## config.mk

```make
export PLATFORM = sky130hd
export DESIGN_NAME = output_comm_watchdog_pair
export DESIGN_NICKNAME = d
export VERILOG_FILES = /design/src/hw/comm_wdog_pkg.sv /design/src/hw/wdog_timer.sv /design/src/hw/output_comm_watchdog_pair.sv
export VERILOG_INCLUDE_DIRS = /design/src /design/src/hw
export SDC_FILE = /design/constraint.sdc
export NUM_CORES = 1
export LEC_CHECK = 0
export BUFFER_PORTS_ARGS = -buffer_cell sky130_fd_sc_hd__buf_2
export CAP_MARGIN = 0
export CORE_MARGIN = 4
export CORE_UTILIZATION = 45
export CTS_BUF_LIST = sky130_fd_sc_hd__clkbuf_8
export CTS_CLUSTER_DIAMETER = 100
export CTS_CLUSTER_SIZE = 25
export DETAILED_ROUTE_END_ITERATION = 12
export GPL_ROUTABILITY_DRIVEN = 0
export MAX_ROUTING_LAYER = met4
export SLEW_MARGIN = 20
export SYNTH_ARGS = -nofsm -noshare
export SYNTH_HDL_FRONTEND = slang
export SYNTH_SLANG_ARGS = --single-unit
```

## constraint.sdc

```tcl
create_clock -name CLK -period 2.9 [get_ports CLK]
set_input_delay 0.435 -clock CLK [delete_from_list [all_inputs] [get_ports CLK]]
set_output_delay 0.435 -clock CLK [all_outputs]
set_load 0.03 [all_outputs]
```

## src/hw/comm_wdog_defs.svh

```systemverilog
// Constants for the output communication watchdog pair.
// Assumes inclusion by its bare name from the design files.
`ifndef COMM_WDOG_DEFS_SVH
`define COMM_WDOG_DEFS_SVH
`define ADDR_CTRL 4'h0
`define ADDR_MULT 4'h1
`define ADDR_SM_CNT 4'h2
`define ADDR_PD_CNT 4'h3
`define ADDR_STATUS 4'h4
`define CTRL_SM_EN 0
`define CTRL_PD_EN 1
`define CTRL_RST 16'h0003
`define MULT_RST 16'h09c2
`define SM_CNT_RST 16'h03e8
`define PD_CNT_RST 16'h03e8
`define MULT_MIN 16'h0001
`define LOCAL_CLK_NS 40
`define TICK_EXTRA 2
`define DEFAULT_TIMEOUT_MS 100
`endif

```

## src/hw/comm_wdog_pkg.sv

```systemverilog
// Types shared by the output communication watchdog pair.
// Assumes the constants header sits in the include path.
package comm_wdog_pkg;
   typedef enum logic [1:0] {
      WD_OFF = 2'b00,
      WD_RUN = 2'b01,
      WD_TRIP = 2'b11
   } wd_state_t;
   typedef struct packed {
      logic [3:0] addr;
      logic [15:0] wdata;
      logic wr;
      logic rd;
   } reg_req_t;
endpackage

```

## src/hw/wdog_timer.sv

```systemverilog
// One watchdog counter clocked by the shared tick.
// Assumes tick, kick and settings come from the local clock domain.
`timescale 1ns/100ps
module wdog_timer
   import comm_wdog_pkg::*;
#(
   parameter int CW = 16
) (
   input wire logic clk,
   input wire logic rst_n,
   input wire logic enable,
   input wire logic [CW-1:0] limit,
   input wire logic tick,
   input wire logic kick,
   output logic expired
);
   wd_state_t state_ff;
   logic [CW-1:0] cnt_ff;
   // A zero limit switches the watchdog off entirely.
   wire active = enable && (limit != '0);

   always_ff @(posedge clk) begin
      if (!rst_n) begin
         state_ff <= WD_OFF;
         cnt_ff <= '0;
      end else if (!active) begin
         state_ff <= WD_OFF;
         cnt_ff <= '0;
      end else begin
         case (state_ff)
            WD_OFF: begin
               state_ff <= WD_RUN;
               cnt_ff <= '0;
            end
            WD_RUN: begin
               if (kick) begin
                  cnt_ff <= '0;
               end else if (tick) begin
                  // Timeout is limit ticks of the shared tick, the first after a kick possibly partial.
                  if (cnt_ff + 1'b1 >= limit) begin
                     state_ff <= WD_TRIP;
                  end
                  cnt_ff <= cnt_ff + 1'b1;
               end
            end
            WD_TRIP: begin
               if (kick) begin
                  state_ff <= WD_RUN;
                  cnt_ff <= '0;
               end
            end
            default: begin
               state_ff <= WD_OFF;
            end
         endcase
      end
   end

   assign expired = (state_ff == WD_TRIP);
endmodule

```

## src/hw/output_comm_watchdog_pair.sv

```systemverilog
// Operation
// - The fieldbus watchdog restarts on each good process data exchange and leaves expiry only on a later good access or when a register write switches it off.
// - An enabled fieldbus watchdog that sees no exchange for its time trips and forces all outputs low.
// - A trip leaves the operational state untouched while outputs are forced off.
// - An enabled application-side watchdog trips when no interface access arrives for its time.
// - One multiplier sets the tick of both watchdogs and each has its own count, timeout being count times tick.
// - A tick lasts multiplier plus two local clock periods of 40 ns, for multipliers up to 65534; at 65535 no tick comes.
// - Both watchdogs default to a 100 ms timeout.
// - The multiplier resets to 2498, giving a 100 us tick.
// - The fieldbus watchdog count resets to 1000 ticks.
// - Counts take 0 to 65535 and the multiplier 1 to 65535.
// - An enabled fieldbus watchdog with count zero is switched off and outputs hold.
// - Settings are written only by the configuring party at startup and otherwise keep their values.
// Watchdog pair guarding digital outputs behind a slave controller.
// Assumes CLK is the 25 MHz local clock domain; kicks are on that clock.
//
// The implementer's own choices: strobed register access and the register offsets.
`timescale 1ns/100ps
`include "comm_wdog_defs.svh"
module output_comm_watchdog_pair
   import comm_wdog_pkg::*;
#(
   parameter int NOUT = 8,
   parameter int CW = 16
) (
   input wire logic CLK,
   input wire logic RST_N,
   input wire comm_wdog_pkg::reg_req_t REQ,
   output logic [15:0] RDATA,
   input wire logic SM_EXCHANGE_OK,
   input wire logic PD_ACCESS,
   input wire logic OPERATIONAL_STATE_IN,
   input wire logic [NOUT-1:0] OUT_DATA,
   output logic [NOUT-1:0] OUT_PINS,
   output logic OPERATIONAL_STATE,
   output logic SM_EXPIRED,
   output logic PD_EXPIRED
);
   import comm_wdog_pkg::*;

   logic [15:0] ctrl_ff;
   logic [15:0] mult_ff;
   logic [CW-1:0] sm_cnt_ff;
   logic [CW-1:0] pd_cnt_ff;
   logic [15:0] pre_ff;
   logic tick_ff;
   logic [NOUT-1:0] out_ff;
   logic [15:0] rdata_ff;
   logic sm_exp;
   logic pd_exp;

   // Register writes; settings otherwise keep their values.
   always_ff @(posedge CLK) begin
      if (!RST_N) begin
         ctrl_ff <= `CTRL_RST;
         mult_ff <= `MULT_RST;
         sm_cnt_ff <= CW'(`SM_CNT_RST);
         pd_cnt_ff <= CW'(`PD_CNT_RST);
      end else if (REQ.wr) begin
         case (REQ.addr)
            `ADDR_CTRL: ctrl_ff <= REQ.wdata;
            `ADDR_MULT: begin
               // Zero is out of range, so it is held at the least value.
               mult_ff <= (REQ.wdata < `MULT_MIN) ? `MULT_MIN
                          : REQ.wdata;
            end
            `ADDR_SM_CNT: sm_cnt_ff <= CW'(REQ.wdata);
            `ADDR_PD_CNT: pd_cnt_ff <= CW'(REQ.wdata);
            default: begin
            end
         endcase
      end
   end

   // Shared prescaler: a tick every multiplier plus two clocks.
   // The compare is one bit wider, but at the largest multiplier the 16-bit pre_ff wraps and no tick ever comes.
   always_ff @(posedge CLK) begin
      if (!RST_N) begin
         pre_ff <= '0;
         tick_ff <= 1'b0;
      end else if (17'(pre_ff) >= 17'(mult_ff) + 17'(`TICK_EXTRA - 1)) begin
         pre_ff <= '0;
         tick_ff <= 1'b1;
      end else begin
         pre_ff <= pre_ff + 16'h0001;
         tick_ff <= 1'b0;
      end
   end

   wdog_timer #(.CW(CW)) u_sm (
      .clk(CLK),
      .rst_n(RST_N),
      .enable(ctrl_ff[`CTRL_SM_EN]),
      .limit(sm_cnt_ff),
      .tick(tick_ff),
      .kick(SM_EXCHANGE_OK),
      .expired(sm_exp)
   );

   wdog_timer #(.CW(CW)) u_pd (
      .clk(CLK),
      .rst_n(RST_N),
      .enable(ctrl_ff[`CTRL_PD_EN]),
      .limit(pd_cnt_ff),
      .tick(tick_ff),
      .kick(PD_ACCESS),
      .expired(pd_exp)
   );

   // Outputs go low on a fieldbus trip only.
   always_ff @(posedge CLK) begin
      if (!RST_N) begin
         out_ff <= '0;
      end else if (sm_exp) begin
         out_ff <= '0;
      end else begin
         out_ff <= OUT_DATA;
      end
   end

   // Read data one cycle after the strobe.
   always_ff @(posedge CLK) begin
      if (!RST_N) begin
         rdata_ff <= '0;
      end else if (REQ.rd) begin
         case (REQ.addr)
            `ADDR_CTRL: rdata_ff <= ctrl_ff;
            `ADDR_MULT: rdata_ff <= mult_ff;
            `ADDR_SM_CNT: rdata_ff <= 16'(sm_cnt_ff);
            `ADDR_PD_CNT: rdata_ff <= 16'(pd_cnt_ff);
            `ADDR_STATUS: rdata_ff <= {14'h0000, pd_exp, sm_exp};
            default: rdata_ff <= 16'h0000;
         endcase
      end else begin
         rdata_ff <= 16'h0000;
      end
   end

   assign RDATA = rdata_ff;
   assign OUT_PINS = out_ff;
   // The state machine passes through unchanged by any trip.
   assign OPERATIONAL_STATE = OPERATIONAL_STATE_IN;
   assign SM_EXPIRED = sm_exp;
   assign PD_EXPIRED = pd_exp;
endmodule

```

==> out/metrics.csv, run 1 <==
stage,metric,value,unit
hold_path,whs_endpoint,OUT_PINS[1],
drt,route.detailed.drc,0,
synthesis,synth.distinct_cells,63,
synthesis,synth_ff_type,dfxtp_1,
setup_path,cp-start-kind,register,
hold_path,hold_path_depth,2,
grt,use_met3,4.28,%
setup_path,path_buf_inv,1,
cells_and_area,post_layout_nonfiller_instances,1216,
timing,setup_ws,0.241,ns
die,core.rowCount,47,
setup_path,r2r_setup_slack,0.24,ns
setup_path,rr_startpoint,mult_ff[4],
timing,grt_setup_unrepaired,false,
drt,wl_per_cell,17.3,um
setup_path,timing_worst_setup_path_type,register to register,
setup_path,crit_fanout,16,
timing,skew,0.0161,ns
timing,setup_viol,0,
clock_tree,cts_buffer_depth,2,
drt,drtIter0Drc,534,
timing,relSlewSlack,51.6,%
place,port_buffers,59,
synthesis,ys.warnings.count,0,
clock_tree,cts_made_buffers,17,
power_and_ir_drop,p_per_area,469,mW/mm^2
setup_path,cp.required,3.30,ns
cells_and_area,layout-drive-gt1-share,14.4,%
cells_and_area,insertedDiodeCount,0,
clock_tree,htree_num_levels,4,
drt,drt_wl_total,21100,um
die,design.portCount,62,
synthesis,synthTopCellsByArea,"dfxtp_1 (37%), ha_1 (8.6%), nand2_1 (7.9%), a21oi_1 (5.3%), xnor2_1 (3.7%)",
timing,period_share,91.7,%
grt,grtUsageTotal,22.9,%
clock_tree,cts.sink_count,141,
place,preCtsSetupSlack,-0.0216,ns
timing,fmax,376,MHz
clock_tree,clk_pin_slew,0.09,ns
synthesis,synth_area_leader_cell,dfxtp_1,
synthesis,synth_top_area_share,37.1,%
synthesis,synth_fp_nets,1012,
timing,period_minus_slack,2.66,ns
setup_path,r2r_cells,11,
synthesis,ys_seq_area_share,37.1,%
grt,grt_util_met1,30.3,%
synthesis,syn_area_per_cell,8.21,um^2
drt,dr_total_vias,6776,
setup_path,arrival,3.05,ns
power_and_ir_drop,vdd_ir_drop_max,0.277,mV
grt,grt_util_met2,35.5,%
grt,grt_overflow,0,
die,dieArea,0.0190,mm^2
place,dp_hpwl,15400,um
place,dp.cells,1183,
cells_and_area,area.growth.synth_to_final,13.3,%
drt,ant_nets,0,
clock_tree,tritoncts,yes,
outcome,status,completed,
die,core-area,0.0166,mm^2
clock_tree,cts-root-buf,clkbuf_8,
synthesis,synthArstFlopShare,0,%
synthesis,syn-instance-count,925,
synthesis,synthTopCellsByCount,"nand2_1 (159), dfxtp_1 (141), a21oi_1 (80)",
synthesis,synth_edf_count,0,
synthesis,yosysMostFrequentCell,nand2_1,
setup_path,slowest_stage,dfxtp_1,
die,start_util,45.8,%
cells_and_area,final_area,0.00861,mm^2
synthesis,syn_area,0.00760,mm^2
clock_tree,insertion_delay,0.47,ns
hold_path,worstHoldStart,OUT_DATA[1],
power_and_ir_drop,leakage,0.00354,uW
setup_path,r2r-end,pre_ff[3],
setup_path,crit_family,compound AO/OA/AOI/OAI gates,
die,fp.dieH,138,um
drt,vias_per_cell,5.57,
power_and_ir_drop,finalPower,4030,uW
setup_path,crit_chain,nand3_1 > nor4_4 > nand4_1 > xor2_1 > ha_1 > a21o_1 > a211o_1 > a221oi_2 > a22oi_2 > buf_12 > nor2_1,
die,die_x,138,um
place,placed_cell_area,0.00813,mm^2
setup_path,worstSetupEndpointType,register,
grt,grt.busiest_layer,met2,
hold_path,hold_path_class,input port to register,
grt,antenna_found_initial,0,
timing,worst_pin_slew,0.721,ns
timing,slew_viol_final,0,
grt,grt_pass1_wl,32500,um
flow_run,cap_violations,0,
setup_path,slowest_delay,0.42,ns
drt,dr.pass1.iters,5,
grt,grt_max_degree,46,
cells_and_area,nets,1070,
timing,hold_viol_final,0,
synthesis,synth-seq-cells,141,
grt,grt_pass1_vias,6047,
repair_timing:
item,CTS,global route
endpoints found under the setup margin,14,17
hold endpoints to repair,0,0
hold buffers,0,0
resized for setup,0,2
buffers inserted,1,0
pin swaps,1,0
kinds of logic after synthesis:
kind of cell	after synthesis	share of synthesized area, %
and+or+nand+nor	375	24.0
buffers and inverters	90	5.07
AOI/OAI and AO/OA	202	16.5
muxes	9	2.17
adders and majority gates	52	8.56
xor gates and xnor gates	56	6.45
DFF	141	37.1
cell type report:
type	count	area, um^2
Fill cell	1610	7980
Multi-Input combinational cell	694	4410
Sequential cell	141	2820
Timing Repair Buffer	84	495
Tap cell	220	275
Clock buffer	19	262
Clock inverter	13	179
Inverter	45	169
state kept, by name, indices dropped and copies added (netlist names):
| register | cells |
|---|---|
| OUT_PINS | 8 |
| RDATA | 16 |
| ctrl_ff | 16 |
| mult_ff | 16 |
| pd_cnt_ff | 16 |
| pre_ff | 16 |
| sm_cnt_ff | 16 |
| tick_ff | 1 |
| u_pd.cnt_ff | 16 |
| u_pd.state_ff | 2 |
| u_sm.cnt_ff | 16 |
| u_sm.state_ff | 2 |
per-layer routing:
layer  wire length (um)  part of all wire, %  vias to the layer above
met1               9590                   45                     3167
met3               1190                  5.6                       36
met2               9880                   47                      196
met4                437                  2.1                        0
li1                   -                    -                     3377
met5                  0                    0                        -
power breakdown:
| group | internal, uW | leakage, uW | switching (uW) | total (uW) |
|---|---|---|---|---|
| clock | 916 | 0.000213 | 846 | 1760 |
| combinational | 94.9 | 0.00219 | 191 | 286 |
| sequential | 1960 | 0.00114 | 24.1 | 1990 |
cells in the final DEF (no fill, tap or decap), types with 19 or more instances in the layout:
cell type,Yosys,final
a21oi_1,80,80
buf_2,13,59
buf_4,6,24
clkbuf_8,0,19
dfxtp_1,141,141
ha_1,52,52
inv_1,43,43
nand2_1,159,159
nand3_1,37,37
nand4_1,23,23
nor2_1,66,66
o21ai_0,36,36
xnor2_1,32,32
xor2_1,24,24
how the worst max path moves through the flow:
stage                      end  slack (ns)  startpoint  cells past startpoint
finish               pre_ff[3]        0.24  mult_ff[4]                     11
global route        pre_ff[15]        0.04  mult_ff[9]                     11
CTS                  pre_ff[3]        0.09  mult_ff[9]                     11
detailed placement  pre_ff[15]       -0.02  mult_ff[9]                     10
global placement    pre_ff[11]        0.04  mult_ff[9]                     10
floorplan           pre_ff[12]        0.25  mult_ff[0]                     12
worst register-to-register path: stages, from the launching register on:
cell	delay [ns]
dfxtp_1	0.42
nand3_1	0.15
nor4_4	0.33
nand4_1	0.14
xor2_1	0.17
ha_1	0.30
a21o_1	0.16
a211o_1	0.30
a221oi_2	0.23
a22oi_2	0.12
buf_12	0.16
nor2_1	0.10
per-stage QoR:
| step | setup TNS [ns] | utilization [%] | hold WS [ns] |
|---|---|---|---|
| 2_1_floorplan | 0 | - | 0.433 |
| 3_3_place_gp | 0 | 49.0 | 0.444 |
| 3_5_place_dp | -0.159 | 49.0 | 0.448 |
| 4_1_cts | 0 | 51.8 | 0.177 |
| 5_1_grt | 0 | 51.9 | 0.174 |
| 6_report | 0 | 51.9 | 0.196 |
(Power assumes the default switching activity.)
==> inputs of run 2 (changes only) <==
--- a/config.mk
+++ b/config.mk
@@ -14,8 +14,8 @@
 export CTS_CLUSTER_DIAMETER = 100
 export CTS_CLUSTER_SIZE = 25
 export DETAILED_ROUTE_END_ITERATION = 12
-export GPL_ROUTABILITY_DRIVEN = 0
 export MAX_ROUTING_LAYER = met4
+export PLACE_DENSITY = 0.68
 export SLEW_MARGIN = 20
 export SYNTH_ARGS = -nofsm -noshare
 export SYNTH_HDL_FRONTEND = slang
==> run 2 against run 1 <==
  * Sequential power barely moved
  * First-iteration DRC count grew 23%
  * Sequential cell count unchanged
  * Register-to-register slack lost 0.05 ns
  * Critical path depth unchanged
  * Total power down 4.3%
  * Utilization shrank 0.15 points
  * Setup slack worse by 0.049 ns
  * Largest cell class unchanged
  * Critical path type unchanged
  * Die area unchanged
==> out/metrics.csv, run 2 (synthesis gave the netlist of run 1 again) <==
stage,metric,value,unit,change
power_and_ir_drop,p_per_area,450,mW/mm^2,-4.0%
clock_tree,tritoncts,yes,,
cells_and_area,final_area,0.00858,mm^2,-0.29%
power_and_ir_drop,pwr-share-clk,41.2,%,-2.5 points
timing,slew_viol_final,0,,unchanged
cells_and_area,final_cell_mix,"nand2_1 (159), dfxtp_1 (141), a21oi_1 (80), nor2_1 (66), buf_2 (59)",,
setup_path,r2r-end,pre_ff[6],,
setup_path,worstSetupEndpointType,register,,
grt,grt_max_degree,46,,unchanged
setup_path,rr_startpoint,mult_ff[9],,
cells_and_area,finish.utilization,51.8,%,-0.15 points
setup_path,timing_worst_setup_path_type,register to register,,
cells_and_area,nets,1072,,+0.19%
clock_tree,holdBufCountCts,0,,unchanged
cells_and_area,seqCellArea,0.00282,mm^2,unchanged
die,start_util,45.8,%,unchanged
clock_tree,insertion_delay,0.48,ns,about the same
grt,grt_pass1_vias,6283,,+3.9%
cells_and_area,layout_commonest_cell,nand2_1,,
die,fp.dieH,138,um,unchanged
drt,vias_per_cell,5.68,,+1.9%
hold_path,hold_path_class,input port to register,,
die,design.portCount,62,,unchanged
power_and_ir_drop,p_switching,1150,uW,+8.4%
place,placed_cell_area,0.00815,mm^2,+0.18%
setup_path,cp.required,3.32,ns,+0.02 ns
cells_and_area,multi_input_area,0.00441,mm^2,about the same
grt,grtUsageTotal,23.2,%,+0.30 points
power_and_ir_drop,finalPower,3860,uW,-4.3%
drt,drt_wl_total,21000,um,-0.63%
die,core.rowCount,47,,unchanged
outcome,status,completed,,
timing,setup_viol,0,,unchanged
drt,dr_total_vias,6913,,+2.0%
die,die_x,138,um,unchanged
flow_run,cap_violations,0,,unchanged
place,dp_hpwl,15300,um,-0.30%
timing,hold_viol_final,0,,unchanged
power_and_ir_drop,internal-power,2710,uW,-8.9%
clock_tree,cts-root-buf,clkbuf_8,,
grt,grt_overflow,0,,unchanged
place,port_buffers,59,,unchanged
setup_path,slowest_stage,dfxtp_1,,
die,dieArea,0.0190,mm^2,unchanged
setup_path,slowest_delay,0.44,ns,+0.02 ns
cells_and_area,fillers,1603,,-0.43%
setup_path,r2r_cells,11,,unchanged
clock_tree,htree_num_levels,4,,unchanged
die,core-area,0.0166,mm^2,unchanged
setup_path,crit_family,compound AO/OA/AOI/OAI gates,,
cells_and_area,layout-drive-gt1-share,14.5,%,+0.17 points
clock_tree,cts.sink_count,141,,unchanged
power_and_ir_drop,vdd_ir_drop_max,0.305,mV,+10%
drt,drtIter0Drc,657,,+23%
setup_path,arrival,3.12,ns,+0.07 ns
setup_path,cp-start-kind,register,,
drt,dr.pass1.iters,6,,+1
cells_and_area,area.growth.synth_to_final,13.0,%,
grt,grt_pass1_wl,33100,um,+1.8%
hold_path,hold_path_depth,2,,unchanged
hold_path,worstHoldStart,OUT_DATA[1],,
timing,worst_pin_slew,0.759,ns,+0.0373 ns
setup_path,r2r_setup_slack,0.19,ns,-0.05 ns
cells_and_area,insertedDiodeCount,0,,unchanged
clock_tree,cts_made_buffers,17,,unchanged
timing,fmax,369,MHz,-1.8%
timing,skew,0.0131,ns,-0.00298 ns
timing,period_minus_slack,2.71,ns,+0.0487 ns
drt,ant_nets,0,,unchanged
power_and_ir_drop,comb_power_share,7.4,%,+0.3 points
drt,route.detailed.drc,0,,unchanged
grt,antenna_found_initial,0,,unchanged
clock_tree,cts_buffer_depth,2,,unchanged
setup_path,path_buf_inv,1,,unchanged
power_and_ir_drop,p_seq_share,51.4,%,+2.2 points
drt,wl_per_cell,17.2,um,-0.79%
cells_and_area,post_layout_nonfiller_instances,1218,,+0.16%
hold_path,whs_endpoint,OUT_PINS[1],,
timing,relSlewSlack,49.4,%,-2.2 points
clock_tree,clk_pin_slew,0.10,ns,about the same
timing,period_share,93.4,%,+1.7 points
setup_path,crit_fanout,16,,unchanged
power_and_ir_drop,p_sw_share,29.8,%,+3.5 points
power_and_ir_drop,leakage,0.00354,uW,about the same
place,dp.cells,1185,,+0.17%
setup_path,crit_chain,nand4_2 > nor4_4 > nand4_1 > xor2_1 > ha_1 > a21o_1 > a211o_1 > a221oi_2 > a22oi_2 > buf_12 > nor2_1,,
place,place.gp.congestion,0.930,,
## run 2: routing by layer
| layer | GRT usage [%] | wire length (um) |
|---|---|---|
| met1 | 29.8 | 9200 |
| met2 | 34.9 | 9390 |
| met3 | 3.81 | 1430 |
| met4 | 12.6 | 938 |
| met5 | - | 0 |
## run 2: layout make-up
class | instances | share of cell area (%)
clock inverter | 15 | 1.92
sequential | 141 | 32.9
clock buffer | 17 | 2.73
inverter | 45 | 1.97
timing repair buffer | 86 | 5.95
multi-input combinational | 694 | 51.3
tap | 220 | 3.21
## run 2: timing repair
item | CTS | global route
setup buffers | 1 | 0
cloned | 0 | 0
pin swaps | 1 | 0
gates resized for setup | 0 | 3
setup endpoints to repair | 14 | 18
## run 2: worst max path at each step
| stage | startpoint | endpoint | slack, ns | cells after the start |
|---|---|---|---|---|
| finish | mult_ff[9] | pre_ff[6] | 0.19 | 11 |
| global route | mult_ff[9] | pre_ff[2] | -0.005 | 11 |
| CTS | mult_ff[9] | pre_ff[6] | 0.08 | 11 |
| detailed placement | mult_ff[9] | pre_ff[7] | -0.009 | 10 |
| global placement | mult_ff[4] | pre_ff[14] | 0.07 | 10 |
| floorplan | mult_ff[0] | pre_ff[12] | 0.25 | 12 |
## run 2: through the flow
| stage | setup TNS [ns] | hold WS, ns | worst slack [ns] |
|---|---|---|---|
| floorplan | 0 | 0.433 | 0.248 |
| global placement | 0 | 0.442 | 0.0664 |
| detailed placement | -0.0339 | 0.450 | -0.00944 |
| CTS | 0 | 0.169 | 0.0799 |
| global route | -0.00689 | 0.183 | -0.00528 |
| finish | 0 | 0.182 | 0.192 |
## run 2: power groups by stage
stage	sequential, uW	combinational [uW]	clock, uW
after floorplan	2040	154	0
after global placement	2030	276	0
after detailed placement	2030	277	0
after CTS	1990	282	1610
after global routing	1990	313	1700
final	1990	285	1590
